## config.mk

```make
export PLATFORM = sky130hd
export DESIGN_NAME = logic_cell_group
export DESIGN_NICKNAME = d
export VERILOG_FILES = /design/src/design/logic_slice.v /design/src/design/logic_cell_group.v
export VERILOG_INCLUDE_DIRS = /design/src /design/src/design
export SDC_FILE = /design/constraint.sdc
export NUM_CORES = 1
export LEC_CHECK = 0
export BUFFER_PORTS_ARGS = -buffer_cell sky130_fd_sc_hd__buf_2
export CORE_ASPECT_RATIO = 1.1
export CORE_MARGIN = 5
export CORE_UTILIZATION = 35
export DETAILED_ROUTE_END_ITERATION = 10
export PLACE_DENSITY = 0.5
export SKIP_LAST_GASP = 1
export SLEW_MARGIN = 20
export SYNTH_ARGS = -nofsm -noshare
export SYNTH_HDL_FRONTEND = slang
export SYNTH_SLANG_ARGS = --single-unit
```

## constraint.sdc

```tcl
create_clock -name clk_i -period 7.37 [get_ports clk_i]
set_input_delay 0.3685 -clock clk_i [delete_from_list [all_inputs] [get_ports clk_i]]
set_output_delay 0.3685 -clock clk_i [all_outputs]
set_load 0.005 [all_outputs]
```

## src/design/slice_consts.vh

```
// Shared constants for the logic cell group and its slices.
// Assumes inclusion by bare name from files under design/ and dv/.
`ifndef SLICE_CONSTS_VH
`define SLICE_CONSTS_VH

// ****************************************
// Slice modes
// ****************************************
`define MODE_W           2
`define MODE_LOGIC       2'h0
`define MODE_RIPPLE      2'h1
`define MODE_RAM         2'h2
`define MODE_ROM         2'h3

// ****************************************
// Ripple functions
// ****************************************
`define FN_W             3
`define FN_ADD           3'h0
`define FN_SUB           3'h1
`define FN_ADDSUB        3'h2
`define FN_UPCNT         3'h3
`define FN_DNCNT         3'h4
`define FN_UDCNT         3'h5
`define FN_MULT          3'h6
`define FN_CMP           3'h7

// ****************************************
// Geometry and reset values
// ****************************************
`define TABLE_DEPTH      16
`define ADDR_W           4
`define SLICE_COUNT      4
`define RAM_SLICE_LAST   2
`define SPR_SLICES       3
`define PSEUDO_DUAL_PORT_MEMORY_SLICES      6
`define CNT_RESET        2'h0

`endif

```

## src/design/logic_slice.v

```verilog
// One slice: two four-input tables with config load, user write port,
// five-input merge and a two-bit ripple arithmetic unit.
// Assumes config and user writes never occur in the same cycle.
`timescale 1ns/10ps
`include "slice_consts.vh"

module logic_slice #(
   parameter RAM_OK = 1
) (
   input  wire                 clk_i,
   input  wire                 reset_i,
   input  wire [`MODE_W-1:0]   mode_i,
   input  wire [`FN_W-1:0]     fn_i,
   input  wire                 cfg_we_i,
   input  wire [31:0]          cfg_data_i,
   input  wire [3:0]           tbl_in_a_i,
   input  wire [3:0]           tbl_in_b_i,
   input  wire                 sel5_i,
   input  wire                 ram_we_i,
   input  wire [`ADDR_W-1:0]   ram_waddr_i,
   input  wire [1:0]           ram_wdata_i,
   input  wire [1:0]           opa_i,
   input  wire [1:0]           opb_i,
   input  wire                 cin_i,
   input  wire                 sub_i,
   input  wire                 up_i,
   input  wire                 cnt_clr_n_i,
   input  wire                 load_i,
   input  wire [1:0]           load_val_i,
   output wire [1:0]           tbl_out_o,
   output wire                 f5_o,
   output wire [1:0]           sum_o,
   output wire                 cout_o,
   output wire                 gen_o,
   output wire                 prop_o,
   output wire                 ge_o,
   output wire                 ne_o,
   output wire                 le_o,
   output reg  [1:0]           cnt_o
);

   reg  [15:0] table_a;
   reg  [15:0] table_b;
   wire        ram_mode;
   wire [1:0]  b_eff;
   wire        c_in;
   wire [2:0]  sum3;
   wire [1:0]  p_bits;
   wire [1:0]  g_bits;
   reg  [1:0]  next_cnt;

   assign ram_mode = RAM_OK && (mode_i == `MODE_RAM);

   // ****************************************
   // Table storage
   // ****************************************
   // ROM contents only change through the config port
   always @(posedge clk_i) begin
      if (cfg_we_i) begin
         table_a <= cfg_data_i[15:0];
         table_b <= cfg_data_i[31:16];
      end else if (ram_mode && ram_we_i) begin
         table_a[ram_waddr_i] <= ram_wdata_i[0];
         table_b[ram_waddr_i] <= ram_wdata_i[1];
      end
   end

   // Read is combinational, no clock in the path
   assign tbl_out_o = {table_b[tbl_in_b_i], table_a[tbl_in_a_i]};
   assign f5_o      = sel5_i ? tbl_out_o[1] : tbl_out_o[0];

   // ****************************************
   // Ripple arithmetic
   // ****************************************
   // Subtract as add of inverted operand with carry in forced
   assign b_eff = ((fn_i == `FN_SUB) || (fn_i == `FN_CMP) ||
                  ((fn_i == `FN_ADDSUB) && sub_i)) ? ~opb_i : opb_i;
   assign c_in  = ((fn_i == `FN_SUB) || (fn_i == `FN_CMP) ||
                  ((fn_i == `FN_ADDSUB) && sub_i)) ? 1'b1 : cin_i;
   // Multiplier step: partial product gated by cin as multiplier bit
   assign sum3  = (fn_i == `FN_MULT) ?
                  {1'b0, opa_i} + {1'b0, opb_i & {2{cin_i}}} :
                  {1'b0, opa_i} + {1'b0, b_eff} + {2'h0, c_in};
   assign sum_o  = sum3[1:0];
   assign cout_o = sum3[2];
   assign p_bits = opa_i ^ b_eff;
   assign g_bits = opa_i & b_eff;
   assign prop_o = &p_bits;
   assign gen_o  = g_bits[1] | (p_bits[1] & g_bits[0]);
   assign ge_o   = (opa_i >= opb_i);
   assign ne_o   = (opa_i != opb_i);
   assign le_o   = (opa_i <= opb_i);

   // ****************************************
   // Counter
   // ****************************************
   always @* begin
      next_cnt = cnt_o;
      if (mode_i == `MODE_RIPPLE) begin
         case (fn_i)
            `FN_UPCNT: next_cnt = cnt_o + 2'h1;
            `FN_DNCNT: next_cnt = cnt_o - 2'h1;
            `FN_UDCNT: begin
               if (load_i)
                  next_cnt = load_val_i;
               else if (up_i)
                  next_cnt = cnt_o + 2'h1;
               else
                  next_cnt = cnt_o - 2'h1;
            end
            default: next_cnt = cnt_o;
         endcase
      end
   end

   // Clear acts without the clock, as a fabric counter clear would
   always @(posedge clk_i or negedge cnt_clr_n_i) begin
      if (!cnt_clr_n_i)
         cnt_o <= `CNT_RESET;
      else if (reset_i)
         cnt_o <= `CNT_RESET;
      else
         cnt_o <= next_cnt;
   end

endmodule

```

## src/design/logic_cell_group.v

```verilog
// Logic cell group: four slices with logic, ripple, RAM and ROM modes,
// a 16x4 single-port memory and a 16x2 pseudo dual-port memory.
// Assumes user logic drives all inputs synchronous to clk_i.
`timescale 1ns/10ps
`include "slice_consts.vh"

// Notes on behaviour
// - Slices 0-2 all modes, slice 3 no RAM
// - Each table is a 16-entry four-input function
// - Two tables of a slice form five-input function
// - Chained slices give six and seven inputs
// - Two-bit add, subtract and dynamic add/subtract
// - Up, down, cleared and preloaded two-bit counters
// - Compare gives ge, ne and le
// - Slices chain as multiplier building blocks
// - Fast carry gives generate and propagate
// - Slices 0 and 1 hold 16x2 each
// - Slice 2 supplies address and control
// - Pseudo dual port: read-write plus read-only slice
// - One write updates both slices together
// - Memories take initial contents before use
// - Single port three slices, dual port six
// - All four slices usable as ROM
module logic_cell_group #(
   parameter NSLICE = `SLICE_COUNT
) (
   input  wire                  clk_i,
   input  wire                  reset_i,
   input  wire [2*NSLICE-1:0]   slice_mode_i,
   input  wire [3*NSLICE-1:0]   slice_fn_i,
   input  wire [NSLICE-1:0]     cfg_we_i,
   input  wire [31:0]           cfg_data_i,
   input  wire [8*NSLICE-1:0]   lut_in_i,
   input  wire [NSLICE-1:0]     sel5_i,
   input  wire [1:0]            chain_sel_i,
   input  wire                  spr_we_i,
   input  wire [`ADDR_W-1:0]    spr_addr_i,
   input  wire [3:0]            spr_wdata_i,
   input  wire                  pdp_we_i,
   input  wire [`ADDR_W-1:0]    pdp_waddr_i,
   input  wire [`ADDR_W-1:0]    pdp_raddr_i,
   input  wire [1:0]            pdp_wdata_i,
   input  wire [2*NSLICE-1:0]   opa_i,
   input  wire [2*NSLICE-1:0]   opb_i,
   input  wire                  carry_in_i,
   input  wire                  sub_i,
   input  wire                  up_i,
   input  wire                  cnt_clr_n_i,
   input  wire                  load_i,
   input  wire [2*NSLICE-1:0]   load_val_i,
   output wire [2*NSLICE-1:0]   lut_out_o,
   output wire [NSLICE-1:0]     five_input_table_o,
   output wire                  eight_input_table_o,
   output wire [3:0]            single_port_memory_o,
   output wire [1:0]            pdp_rw_data_o,
   output wire [1:0]            pdp_ro_data_o,
   output wire [2*NSLICE-1:0]   sum_o,
   output wire                  carry_out_o,
   output wire                  group_gen_o,
   output wire                  group_prop_o,
   output wire                  ge_o,
   output wire                  ne_o,
   output wire                  le_o,
   output wire [2*NSLICE-1:0]   cnt_o
);

   wire [NSLICE:0]     carry;
   wire [NSLICE-1:0]   gen;
   wire [NSLICE-1:0]   prop;
   wire [NSLICE-1:0]   ge_s;
   wire [NSLICE-1:0]   ne_s;
   wire [NSLICE-1:0]   le_s;
   wire [2*NSLICE-1:0] tbl_out;
   wire [NSLICE-1:0]   f5;
   reg  [1:0]          f5_chain;

   // ****************************************
   // Slice 2 as address and control source
   // ****************************************
   // Slice 2 decodes which storage slice gets the write strobe;
   // in single-port use slices 0 and 1 both store. With slice 2
   // idle, slice 0 in RAM mode is the pdp read-write port, since
   // slice 3 can never take user writes.
   wire spr_en   = (slice_mode_i[5:4] == `MODE_RAM);
   wire pdp_en   = !spr_en && (slice_mode_i[1:0] == `MODE_RAM);
   wire [3:0] spr_rd_addr = spr_addr_i;

   assign carry[0] = carry_in_i;

   genvar i;
   generate
      for (i = 0; i < NSLICE; i = i + 1) begin : g_slice
         wire       is_spr = (i < 2) && spr_en;
         wire       is_pdp = (i == 0) && pdp_en;
         wire       we     = is_spr ? spr_we_i :
                             is_pdp ? pdp_we_i : 1'b0;
         wire [3:0] waddr  = is_pdp ? pdp_waddr_i : spr_addr_i;
         wire [1:0] wdata  = is_spr ? spr_wdata_i[2*(i%2)+1:2*(i%2)] :
                             pdp_wdata_i;
         // Memory address overrides table inputs of slices 0 and 1 in single-port use, and of slice 0 alone in pdp use
         wire [3:0] rd_a   = is_spr ? spr_rd_addr :
                             is_pdp ? pdp_waddr_i : lut_in_i[8*i+3:8*i];
         wire [3:0] rd_b   = is_spr ? spr_rd_addr :
                             is_pdp ? pdp_waddr_i : lut_in_i[8*i+7:8*i+4];
         logic_slice #(
            .RAM_OK (i <= `RAM_SLICE_LAST)
         ) u_slice (
            .clk_i       (clk_i),
            .reset_i     (reset_i),
            .mode_i      (slice_mode_i[2*i+1:2*i]),
            .fn_i        (slice_fn_i[3*i+2:3*i]),
            .cfg_we_i    (cfg_we_i[i]),
            .cfg_data_i  (cfg_data_i),
            .tbl_in_a_i  (rd_a),
            .tbl_in_b_i  (rd_b),
            .sel5_i      (sel5_i[i]),
            .ram_we_i    (we),
            .ram_waddr_i (waddr),
            .ram_wdata_i (wdata),
            .opa_i       (opa_i[2*i+1:2*i]),
            .opb_i       (opb_i[2*i+1:2*i]),
            .cin_i       (carry[i]),
            .sub_i       (sub_i),
            .up_i        (up_i),
            .cnt_clr_n_i (cnt_clr_n_i),
            .load_i      (load_i),
            .load_val_i  (load_val_i[2*i+1:2*i]),
            .tbl_out_o   (tbl_out[2*i+1:2*i]),
            .f5_o        (f5[i]),
            .sum_o       (sum_o[2*i+1:2*i]),
            .cout_o      (carry[i+1]),
            .gen_o       (gen[i]),
            .prop_o      (prop[i]),
            .ge_o        (ge_s[i]),
            .ne_o        (ne_s[i]),
            .le_o        (le_s[i]),
            .cnt_o       (cnt_o[2*i+1:2*i])
         );
      end
   endgenerate

   assign lut_out_o          = tbl_out;
   assign five_input_table_o = f5;
   assign carry_out_o        = carry[NSLICE];

   // ****************************************
   // Wide functions by chaining slices
   // ****************************************
   // Pairs of five-input outputs merge into six and seven inputs;
   // the eighth input needs a further merge outside this group.
   always @* begin
      f5_chain[0] = chain_sel_i[0] ? f5[1] : f5[0];
      f5_chain[1] = chain_sel_i[0] ? f5[3] : f5[2];
   end
   assign eight_input_table_o = chain_sel_i[1] ? f5_chain[1] :
                                f5_chain[0];

   // ****************************************
   // Group carry lookahead
   // ****************************************
   assign group_prop_o = &prop;
   assign group_gen_o  = gen[3] | (prop[3] & gen[2]) |
                         (prop[3] & prop[2] & gen[1]) |
                         (prop[3] & prop[2] & prop[1] & gen[0]);

   // Compare across the whole word from the top slice down
   wire [2*NSLICE-1:0] a_w = opa_i;
   wire [2*NSLICE-1:0] b_w = opb_i;
   assign ge_o = (a_w >= b_w);
   assign ne_o = |ne_s;
   assign le_o = (a_w <= b_w);

   // ****************************************
   // Memory read ports
   // ****************************************
   // Combinational read: address in, data out same cycle
   assign single_port_memory_o = {tbl_out[3:2], tbl_out[1:0]};
   // Read-write port is slice 0 at write address; read-only port is
   // its companion, fed by the same config and pdp writes; single-port writes reach slices 0 and 1, not the companion.
   assign pdp_rw_data_o = tbl_out[1:0];

   // Companion read-only copy, written in the same cycle
   reg [1:0] ro_mem [0:`TABLE_DEPTH-1];
   integer k;
   always @(posedge clk_i) begin
      if (cfg_we_i[0]) begin
         for (k = 0; k < `TABLE_DEPTH; k = k + 1)
            ro_mem[k] <= {cfg_data_i[16+k], cfg_data_i[k]};
      end else if (pdp_en && pdp_we_i) begin
         ro_mem[pdp_waddr_i] <= pdp_wdata_i;
      end
   end

   function [1:0] ro_table;
      input [`ADDR_W-1:0] a;
      begin
         ro_table = ro_mem[a];
      end
   endfunction

   assign pdp_ro_data_o = ro_table(pdp_raddr_i);

endmodule

```

==> results of run 1 <==
## routing by layer
| layer | wire, um | vias to the layer above |
|---|---|---|
| li1 | - | 3799 |
| met2 | 16980 | 268 |
| met3 | 1902 | 41 |
| met1 | 14330 | 4013 |
| met4 | 811 | 0 |
| met5 | 0 | - |
## power breakdown
group	switching, uW	internal [uW]
Combinational	299	222
Clock	423	522
Sequential	25.1	1130
Total	748	1880
## what timing repair did
action                    CTS  global route
hold buffers                1             0
buffers inserted            0             0
hold endpoints to repair    8             0
## worst min-delay path by stage
stage                                  endpoint  depth (start not counted)  slack (ns)
detailed placement  g_slice[3].u_slice.cnt_o[0]                          1        0.23
global route        g_slice[2].u_slice.cnt_o[1]                          2        0.22
floorplan           g_slice[0].u_slice.cnt_o[0]                          0        0.07
CTS                 g_slice[0].u_slice.cnt_o[1]                          2        0.21
finish              g_slice[1].u_slice.cnt_o[1]                          2        0.22
global placement    g_slice[3].u_slice.cnt_o[0]                          1        0.22
## registers in the layout, summed over array words and instances, names as in the netlist
register / count
g_slice.u_slice.cnt_o: 8
g_slice.u_slice.table_a: 64
g_slice.u_slice.table_b: 64
ro_mem: 32
## stage by stage
| stage | setup slack, ns | instance area [um^2] | hold WS, ns | std cells | utilization, % |
|---|---|---|---|---|---|
| 5_1_grt | 0.4879 | 12280 | 0.2176 | 1469 | 41.67 |
| 3_3_place_gp | 0.9899 | 11640 | 0.2227 | 1433 | 39.47 |
| 2_1_floorplan | 1.743 | 10430 | 0.07291 | 914 | - |
| 4_1_cts | 0.8285 | 12270 | 0.2070 | 1466 | 41.63 |
| 6_report | 0.8676 | 12280 | 0.2242 | 1469 | 41.67 |
| 3_5_place_dp | 0.8631 | 11640 | 0.2266 | 1433 | 39.47 |
## cells by family (layout without fill, tap and decap cells)
| group | count (synthesis) | count (layout) |
|---|---|---|
| DFF | 168 | 168 |
| AOI/OAI and AO/OA | 238 | 238 |
| other | 0 | 3 |
| buffers and inverters | 76 | 254 |
| adders and majority gates | 32 | 32 |
| muxes | 94 | 94 |
| xor gates and xnor gates | 13 | 13 |
| and+or+nand+nor | 293 | 293 |
## layout make-up
cell class | count | area, um^2
fill | 2848 | 17200
multi-input combinational | 670 | 5089
sequential | 168 | 5005
timing repair buffer | 192 | 975.9
tap | 374 | 467.9
clock buffer | 17 | 425.4
clock inverter | 15 | 201.4
inverter | 30 | 112.6
antenna | 3 | 7.507
## placed cells by master, fill, tap and decap left out, types with 4 or more instances in the layout
cell type | synthesis | routed
nand3_1 | 15 | 15
ha_1 | 20 | 20
buf_4 | 11 | 4
buf_2 | 5 | 187
and2_1 | 19 | 19
inv_8 | 0 | 5
and3_1 | 4 | 4
a22o_1 | 32 | 32
nor3_1 | 7 | 7
fa_1 | 12 | 12
mux2_2 | 37 | 37
a21boi_0 | 6 | 6
o22ai_1 | 11 | 11
or2_2 | 7 | 7
a21oi_2 | 5 | 5
nand3b_1 | 5 | 5
inv_6 | 0 | 4
mux2i_1 | 27 | 27
clkbuf_16 | 0 | 17
o21ai_0 | 61 | 61
xnor2_1 | 9 | 9
nand2b_1 | 20 | 20
a21oi_1 | 52 | 52
nor3b_1 | 7 | 7
nand2_1 | 112 | 112
edfxtp_1 | 160 | 160
a2111oi_0 | 4 | 4
nor2b_1 | 22 | 22
inv_1 | 30 | 30
nor2_1 | 50 | 49
a211oi_1 | 7 | 7
a21o_1 | 23 | 23
o21a_1 | 5 | 5
dfrtp_1 | 8 | 8
mux4_2 | 30 | 30
xor2_1 | 4 | 4
## worst register-to-register path, cell delays in order, from the launching register on
cell and delay [ns]:
dfrtp_1 0.44, xor2_1 0.28, nand3_1 0.11, o21a_1 0.12, o221ai_1 0.17, nand2_1 0.07, o21ai_0 0.08, a22oi_1 0.11
nor2_1 0.10
==> key figures, run 1 <==
Floorplanning
  – Die Y-Extent: around 190 um
  – Num ports: 188
  – Die X-Extent: about 170 um
  – Initial Utilization: between 30% and 40%
  – Core footprint: roughly 29,000 um^2
  – DIE AREA: 33,360 um^2
  – Row Count: 66

Timing
  – Final Critical Period: around 6.5 ns
  – Final setup fails: 0
  – Fin. Hold Viols: 0
  – Max-slew violations: 0
  – RSZ-0062 raised after global routing: false
  – Fmax: roughly 150 MHz
  – Worst Skew: between 0.0015 and 0.002 ns
  – Rel. slew slack: between 20% and 30%
  – Worst-Margin Slew: 1.053 ns
  – Fin crit share: 88.23%
  – Setup_tns: 0 ns

Synth
  – Xor/xnor share of the synthesized area: 1.092%
  – Main area contributors after synthesis: edfxtp_1 46%, mux4_2 6.5%, nand2_1 4.0%
  – Synth cell count leaders: 160 x edfxtp_1, 112 x nand2_1, 61 x o21ai_0
  – Compound-gate portion of the synthesized area: between 10% and 20%
  – Adder-Cell Fraction of Synth Area: approximately 4.7%
  – Library cells used by synthesis: 73
  – Main combinational cell family by area after synthesis: compound AO/OA/AOI/OAI gates
  – Post-synthesis simple-gate area fraction: between 10% and 20%
  – Area leader, netlist: edfxtp_1
  – Most used DFF post-synth: edfxtp_1
  – Number of synthesized register bits: between 150 and 200
  – Synthesized net count: 1,091
  – Most common cell in the netlist: edfxtp_1
  – Share of the synthesized area in the top cell type: a little under half
  – EDFF count, synth: between 150 and 200
  – Mean Syn Cell Area: between 10 and 15 um^2
  – Cell area after synthesis: ~10,000 um^2
  – Post-Syn Instances: 914
  – Post-synthesis mux area share: roughly an eighth
  – Async set-or-reset flop fraction in the synthesized netlist: between 4 and 5%
  – Share of the yosys chip area belonging to registers: between 40% and 50%
  – Yosys warnings: 0

Global route
  – Met2 GRT Util: 33.93%
  – GRT overflow: 0
  – Largest net degree at the start of global routing: slightly below 70
  – Global-route wire length before repair: 49,610 um
  – Met1 usage: between 20% and 30%
  – GR Util All Layers: 20.03%
  – Initial antenna violation count: 4
  – Vias in the first global route: between 7,000 and 8,000
  – Met3 usage: under 10%
  – GR peak layer: met2

Clocking
  – Number of gates resized after CTS: 0
  – CTS tree: yes
  – Total clock sinks: between 150 and 200
  – CTS H-tree depth: 4
  – Clock buffer depth: 2
  – Num CTS Buffers: 17
  – Clk_lat worst skew: around 0.42 ns
  – Worst-path clk slew: 0.07 ns
  – CTS root buf: clkbuf_16

Setup path
  – Largest delay share family, worst path: adder cells
  – Arrival time worst endpoint: roughly 6.1 ns
  – Most used cell, CP: fa_1
  – Worst path cell trace: buf_2, nor2b_1, nor2_1, a21oi_1, xnor2_1, inv_1, fa_1, fa_1, mux2i_1, nor2b_1, fa_1, fa_1, a21oi_1, nor2b_1, fa_1, fa_1, mux2i_1, nor2b_1, fa_1, inv_1, fa_1, mux2_2, buf_2
  – Worst Reg-to-Reg Cells: 8
  – Critical path endpoint: sum_o[7]
  – Setup crit start: slice_fn_i[2]
  – Flop-to-flop setup slack: 5.84 ns
  – Buf+Inv Stages, Crit Path: 4
  – RR Startpoint: g_slice[3].u_slice.cnt_o[0]
  – Critical path startpoint category: input port
  – Reg-to-reg endpoint: g_slice[3].u_slice.cnt_o[1]
  – Max FO, Critical Path: 6
  – Required time of the critical path: roughly 7 ns
  – CP Capture Type: primary output
  – CP max stage cell: fa_1
  – Crit path depth: 23
  – Critical Path Max Stage Delay: a little over 0.4 ns
  – Critical path class: input port to primary output

Placement
  – Final GP Congestion: between 0.8 and 0.9
  – IO Port Bufs: roughly 190
  – Post-DP HPWL: between 20,000 and 30,000 um

Route
  – Drt wl/cell: around 23 um
  – Drt first pass iters: 5
  – Drt total wl: roughly 34,000 um
  – Vias: between 8,000 and 9,000
  – Drt initial violations: 657
  – Drt via density: 5.528
  – Number of remaining DRC errors: 0
  – Post-DRT Antenna Nets: 0

Power
  – Pwr per Cell Area: 213.6 nW/um^2
  – Total power: roughly 2600 uW
  – Static leakage: roughly 0.0049 uW
  – Worst IR drop on VDD: between 0.1 and 0.15 mV

Cells and area
  – NumNets Final: ~1,300
  – Area grow syn2layout: 17.76%
  – Share of layout cells above drive strength 1: ~30%

Min path
  – HP Class: input port to flip-flop
  – Hold_sp: reset_i

Run status
  – Status: completed

Run
  – Max-cap violation count: 0
Power figures use the tool's default switching activity.
==> run 2, diff against run 1 <==
--- a/config.mk
+++ b/config.mk
@@ -6,12 +6,14 @@
 export SDC_FILE = /design/constraint.sdc
 export NUM_CORES = 1
 export LEC_CHECK = 0
-export BUFFER_PORTS_ARGS = -buffer_cell sky130_fd_sc_hd__buf_2
 export CORE_ASPECT_RATIO = 1.1
 export CORE_MARGIN = 5
 export CORE_UTILIZATION = 35
+export CTS_CLUSTER_SIZE = 8
 export DETAILED_ROUTE_END_ITERATION = 10
-export PLACE_DENSITY = 0.5
+export DONT_BUFFER_PORTS = 1
+export PLACE_DENSITY = 0.45
+export REMOVE_ABC_BUFFERS = 1
 export SKIP_LAST_GASP = 1
 export SLEW_MARGIN = 20
 export SYNTH_ARGS = -nofsm -noshare
==> key figures, run 2 (same netlist as run 1, synthesis figures left out) <==
Floorplanning
  – Initial Utilization: 35.38% (unchanged)
  – Die X-Extent: 174.6 um (unchanged)
  – Row Count: 66 (unchanged)
  – DIE AREA: 33,360 um^2 (unchanged)
  – Core footprint: 29,480 um^2 (unchanged)
  – Num ports: 188 (unchanged)
  – Die Y-Extent: 191.1 um (unchanged)

Clocking
  – CTS tree: yes
  – Clk_lat worst skew: 0.44 ns (+0.02 ns)
  – CTS H-tree depth: 4 (unchanged)
  – Total clock sinks: 168 (unchanged)
  – Num CTS Buffers: 17 (unchanged)
  – Clock buffer depth: 2 (unchanged)
  – CTS root buf: clkbuf_16
  – Worst-path clk slew: 0.08 ns (about the same)

Setup path
  – Arrival time worst endpoint: 5.97 ns (-0.16 ns)
  – Critical path endpoint: sum_o[7]
  – Required time of the critical path: 7.00 ns (about the same)
  – Critical Path Max Stage Delay: 0.45 ns (+0.04 ns)
  – Max FO, Critical Path: 6 (unchanged)
  – Worst Reg-to-Reg Cells: 8 (unchanged)
  – Flop-to-flop setup slack: 5.81 ns (-0.03 ns)
  – Critical path startpoint category: input port
  – RR Startpoint: g_slice[3].u_slice.cnt_o[0]
  – Reg-to-reg endpoint: g_slice[3].u_slice.cnt_o[1]
  – Worst path cell trace: nor2b_1, nor2_1, a21oi_1, xnor2_1, inv_1, fa_1, fa_1, mux2i_1, nor2b_1, fa_1, fa_1, a21oi_1, nor2b_1, fa_1, fa_1, mux2i_1, nor2b_1, fa_1, inv_1, fa_1, mux2_2
  – CP Capture Type: primary output
  – Setup crit start: slice_fn_i[2]
  – Critical path class: input port to primary output
  – CP max stage cell: a21oi_1
  – Most used cell, CP: fa_1

Placement
  – IO Port Bufs: 0 (-100%)
  – Instance area at placement: 10,690 um^2 (-8.1%)
  – Post-DP HPWL: 25,700 um (-0.60%)
  – Final GP Congestion: 0.8686 (-3.0%)

Cells and area
  – Fill count: 2,884 (+1.3%)
  – Top Registers: g_slice.u_slice.table_a x64, g_slice.u_slice.table_b x64, ro_mem x32
  – Ant diodes: 0 (-3)
  – NumNets Final: 1,116 (-11%)
  – Leading cell type in the layout, fill and taps excluded: edfxtp_1
  – Most frequent cells in the layout: 160 x edfxtp_1, 112 x nand2_1, 61 x o21ai_0
  – Share of layout cells above drive strength 1: 14.08% (-15 points)
  – Final Cell Area: 11,830 um^2 (-3.7%)
  – Area grow syn2layout: 13.40%

Timing
  – Worst Skew: 0.003461 ns (+0.001737 ns)
  – Final setup fails: 0 (unchanged)
  – Final Critical Period: 6.336 ns (-0.1665 ns)
  – Fmax: 157.8 MHz (+2.6%)
  – RSZ-0062 raised after global routing: false
  – Rel. slew slack: 35.64% (+6.6 points)
  – Setup_tns: 0 ns (unchanged)
  – Max-slew violations: 0 (unchanged)
  – Worst-Margin Slew: 0.9553 ns (-0.09796 ns)
  – Fin. Hold Viols: 0 (unchanged)
  – Fin crit share: 85.97% (-2.3 points)

Global route
  – GR Util All Layers: 20.09% (+0.060 points)
  – Vias in the first global route: 7,660 (-4.0%)
  – Largest net degree at the start of global routing: 69 (unchanged)
  – Initial antenna violation count: 6 (+2)
  – GRT overflow: 0 (unchanged)
  – Global-route wire length before repair: 49,310 um (-0.60%)

Route
  – Post-DRT Antenna Nets: 0 (unchanged)
  – Number of remaining DRC errors: 0 (unchanged)
  – Vias: 7,603 (-6.4%)
  – Drt first pass iters: 4 (-1)
  – Drt total wl: 34,500 um (+1.4%)
  – Drt initial violations: 540 (-18%)
  – Drt via density: 5.734 (+3.7%)
  – Drt wl/cell: 26.02 um (+12%)

Power
  – Pwr per Cell Area: 210.2 nW/um^2 (-1.6%)
  – Static leakage: 0.004334 uW (-11%)
  – Worst IR drop on VDD: 0.1426 mV (+7.1%)

Run
  – Max-cap violation count: 0 (unchanged)

Run status
  – Status: completed

Min path
  – HP Class: input port to flip-flop
==> run 2: through the flow <==
step	power (uW)	instances	hold WS [ns]	util [%]	setup WS, ns
after detailed placement	1551	1245	0.07313	36.27	0.9259
after floorplan	1450	868	0.07291	-	1.743
after CTS	2495	1309	0.0008753	39.53	0.9292
after global routing	2585	1326	0.0008396	40.12	0.6579
final	2487	1326	0.01933	40.12	1.034
after global placement	1550	1245	0.07315	36.27	0.9949
==> run 2: area by class of cell <==
type | instances | area [um^2] | area share [%]
flip-flops and latches | 168 | 5005 | 42.31
clock buffers | 17 | 425.4 | 3.596
repair buffers | 52 | 513.0 | 4.337
clock inverters | 15 | 214.0 | 1.809
well taps | 374 | 467.9 | 3.956
multi-input cells | 670 | 5091 | 43.04
inverters | 30 | 112.6 | 0.9520
==> run 2: power by group <==
group	switching (uW)	internal, uW
clock	466	471
combinational	210	185
sequential	24.4	1130
total	700	1790
==> run 2: worst min-delay path by stage <==
stage,from,slack (ns),endpoint,cells after the start
finish,cfg_data_i[31],0.02,g_slice[3].u_slice.table_b[15],0
global route,cfg_data_i[31],0.0008,g_slice[3].u_slice.table_b[15],0
CTS,cfg_data_i[5],0.0009,g_slice[3].u_slice.table_a[5],0
detailed placement,cnt_clr_n_i,0.07,g_slice[2].u_slice.cnt_o[0],0
global placement,cnt_clr_n_i,0.07,g_slice[2].u_slice.cnt_o[0],0
floorplan,cnt_clr_n_i,0.07,g_slice[0].u_slice.cnt_o[0],0
==> run 2: timing repair <==
item,in CTS,in global routing
hold buffers,32,17
buffers inserted,0,0
resized for setup,0,0
endpoints found under the hold margin,50,16
==> run 2: per-layer routing <==
layer,share of wire (%),routed length (um),vias to the layer above,GRT usage (%)
li1,-,-,3501,-
met1,42,14520,3733,25.10
met2,45,15670,307,32.15
met3,9.3,3194,54,7.733
met4,3.1,1055,8,6.800
met5,0.20,68,-,0
==> run 2: critical path: cells and delay by family <==
kind,cells,cell delay (ns)
adders and majority gates,8,3.05
buffers and inverters,2,0.15
and+or+nand+nor,5,0.71
muxes,3,0.79
xor gates and xnor gates,1,0.21
AOI/OAI and AO/OA,2,0.69
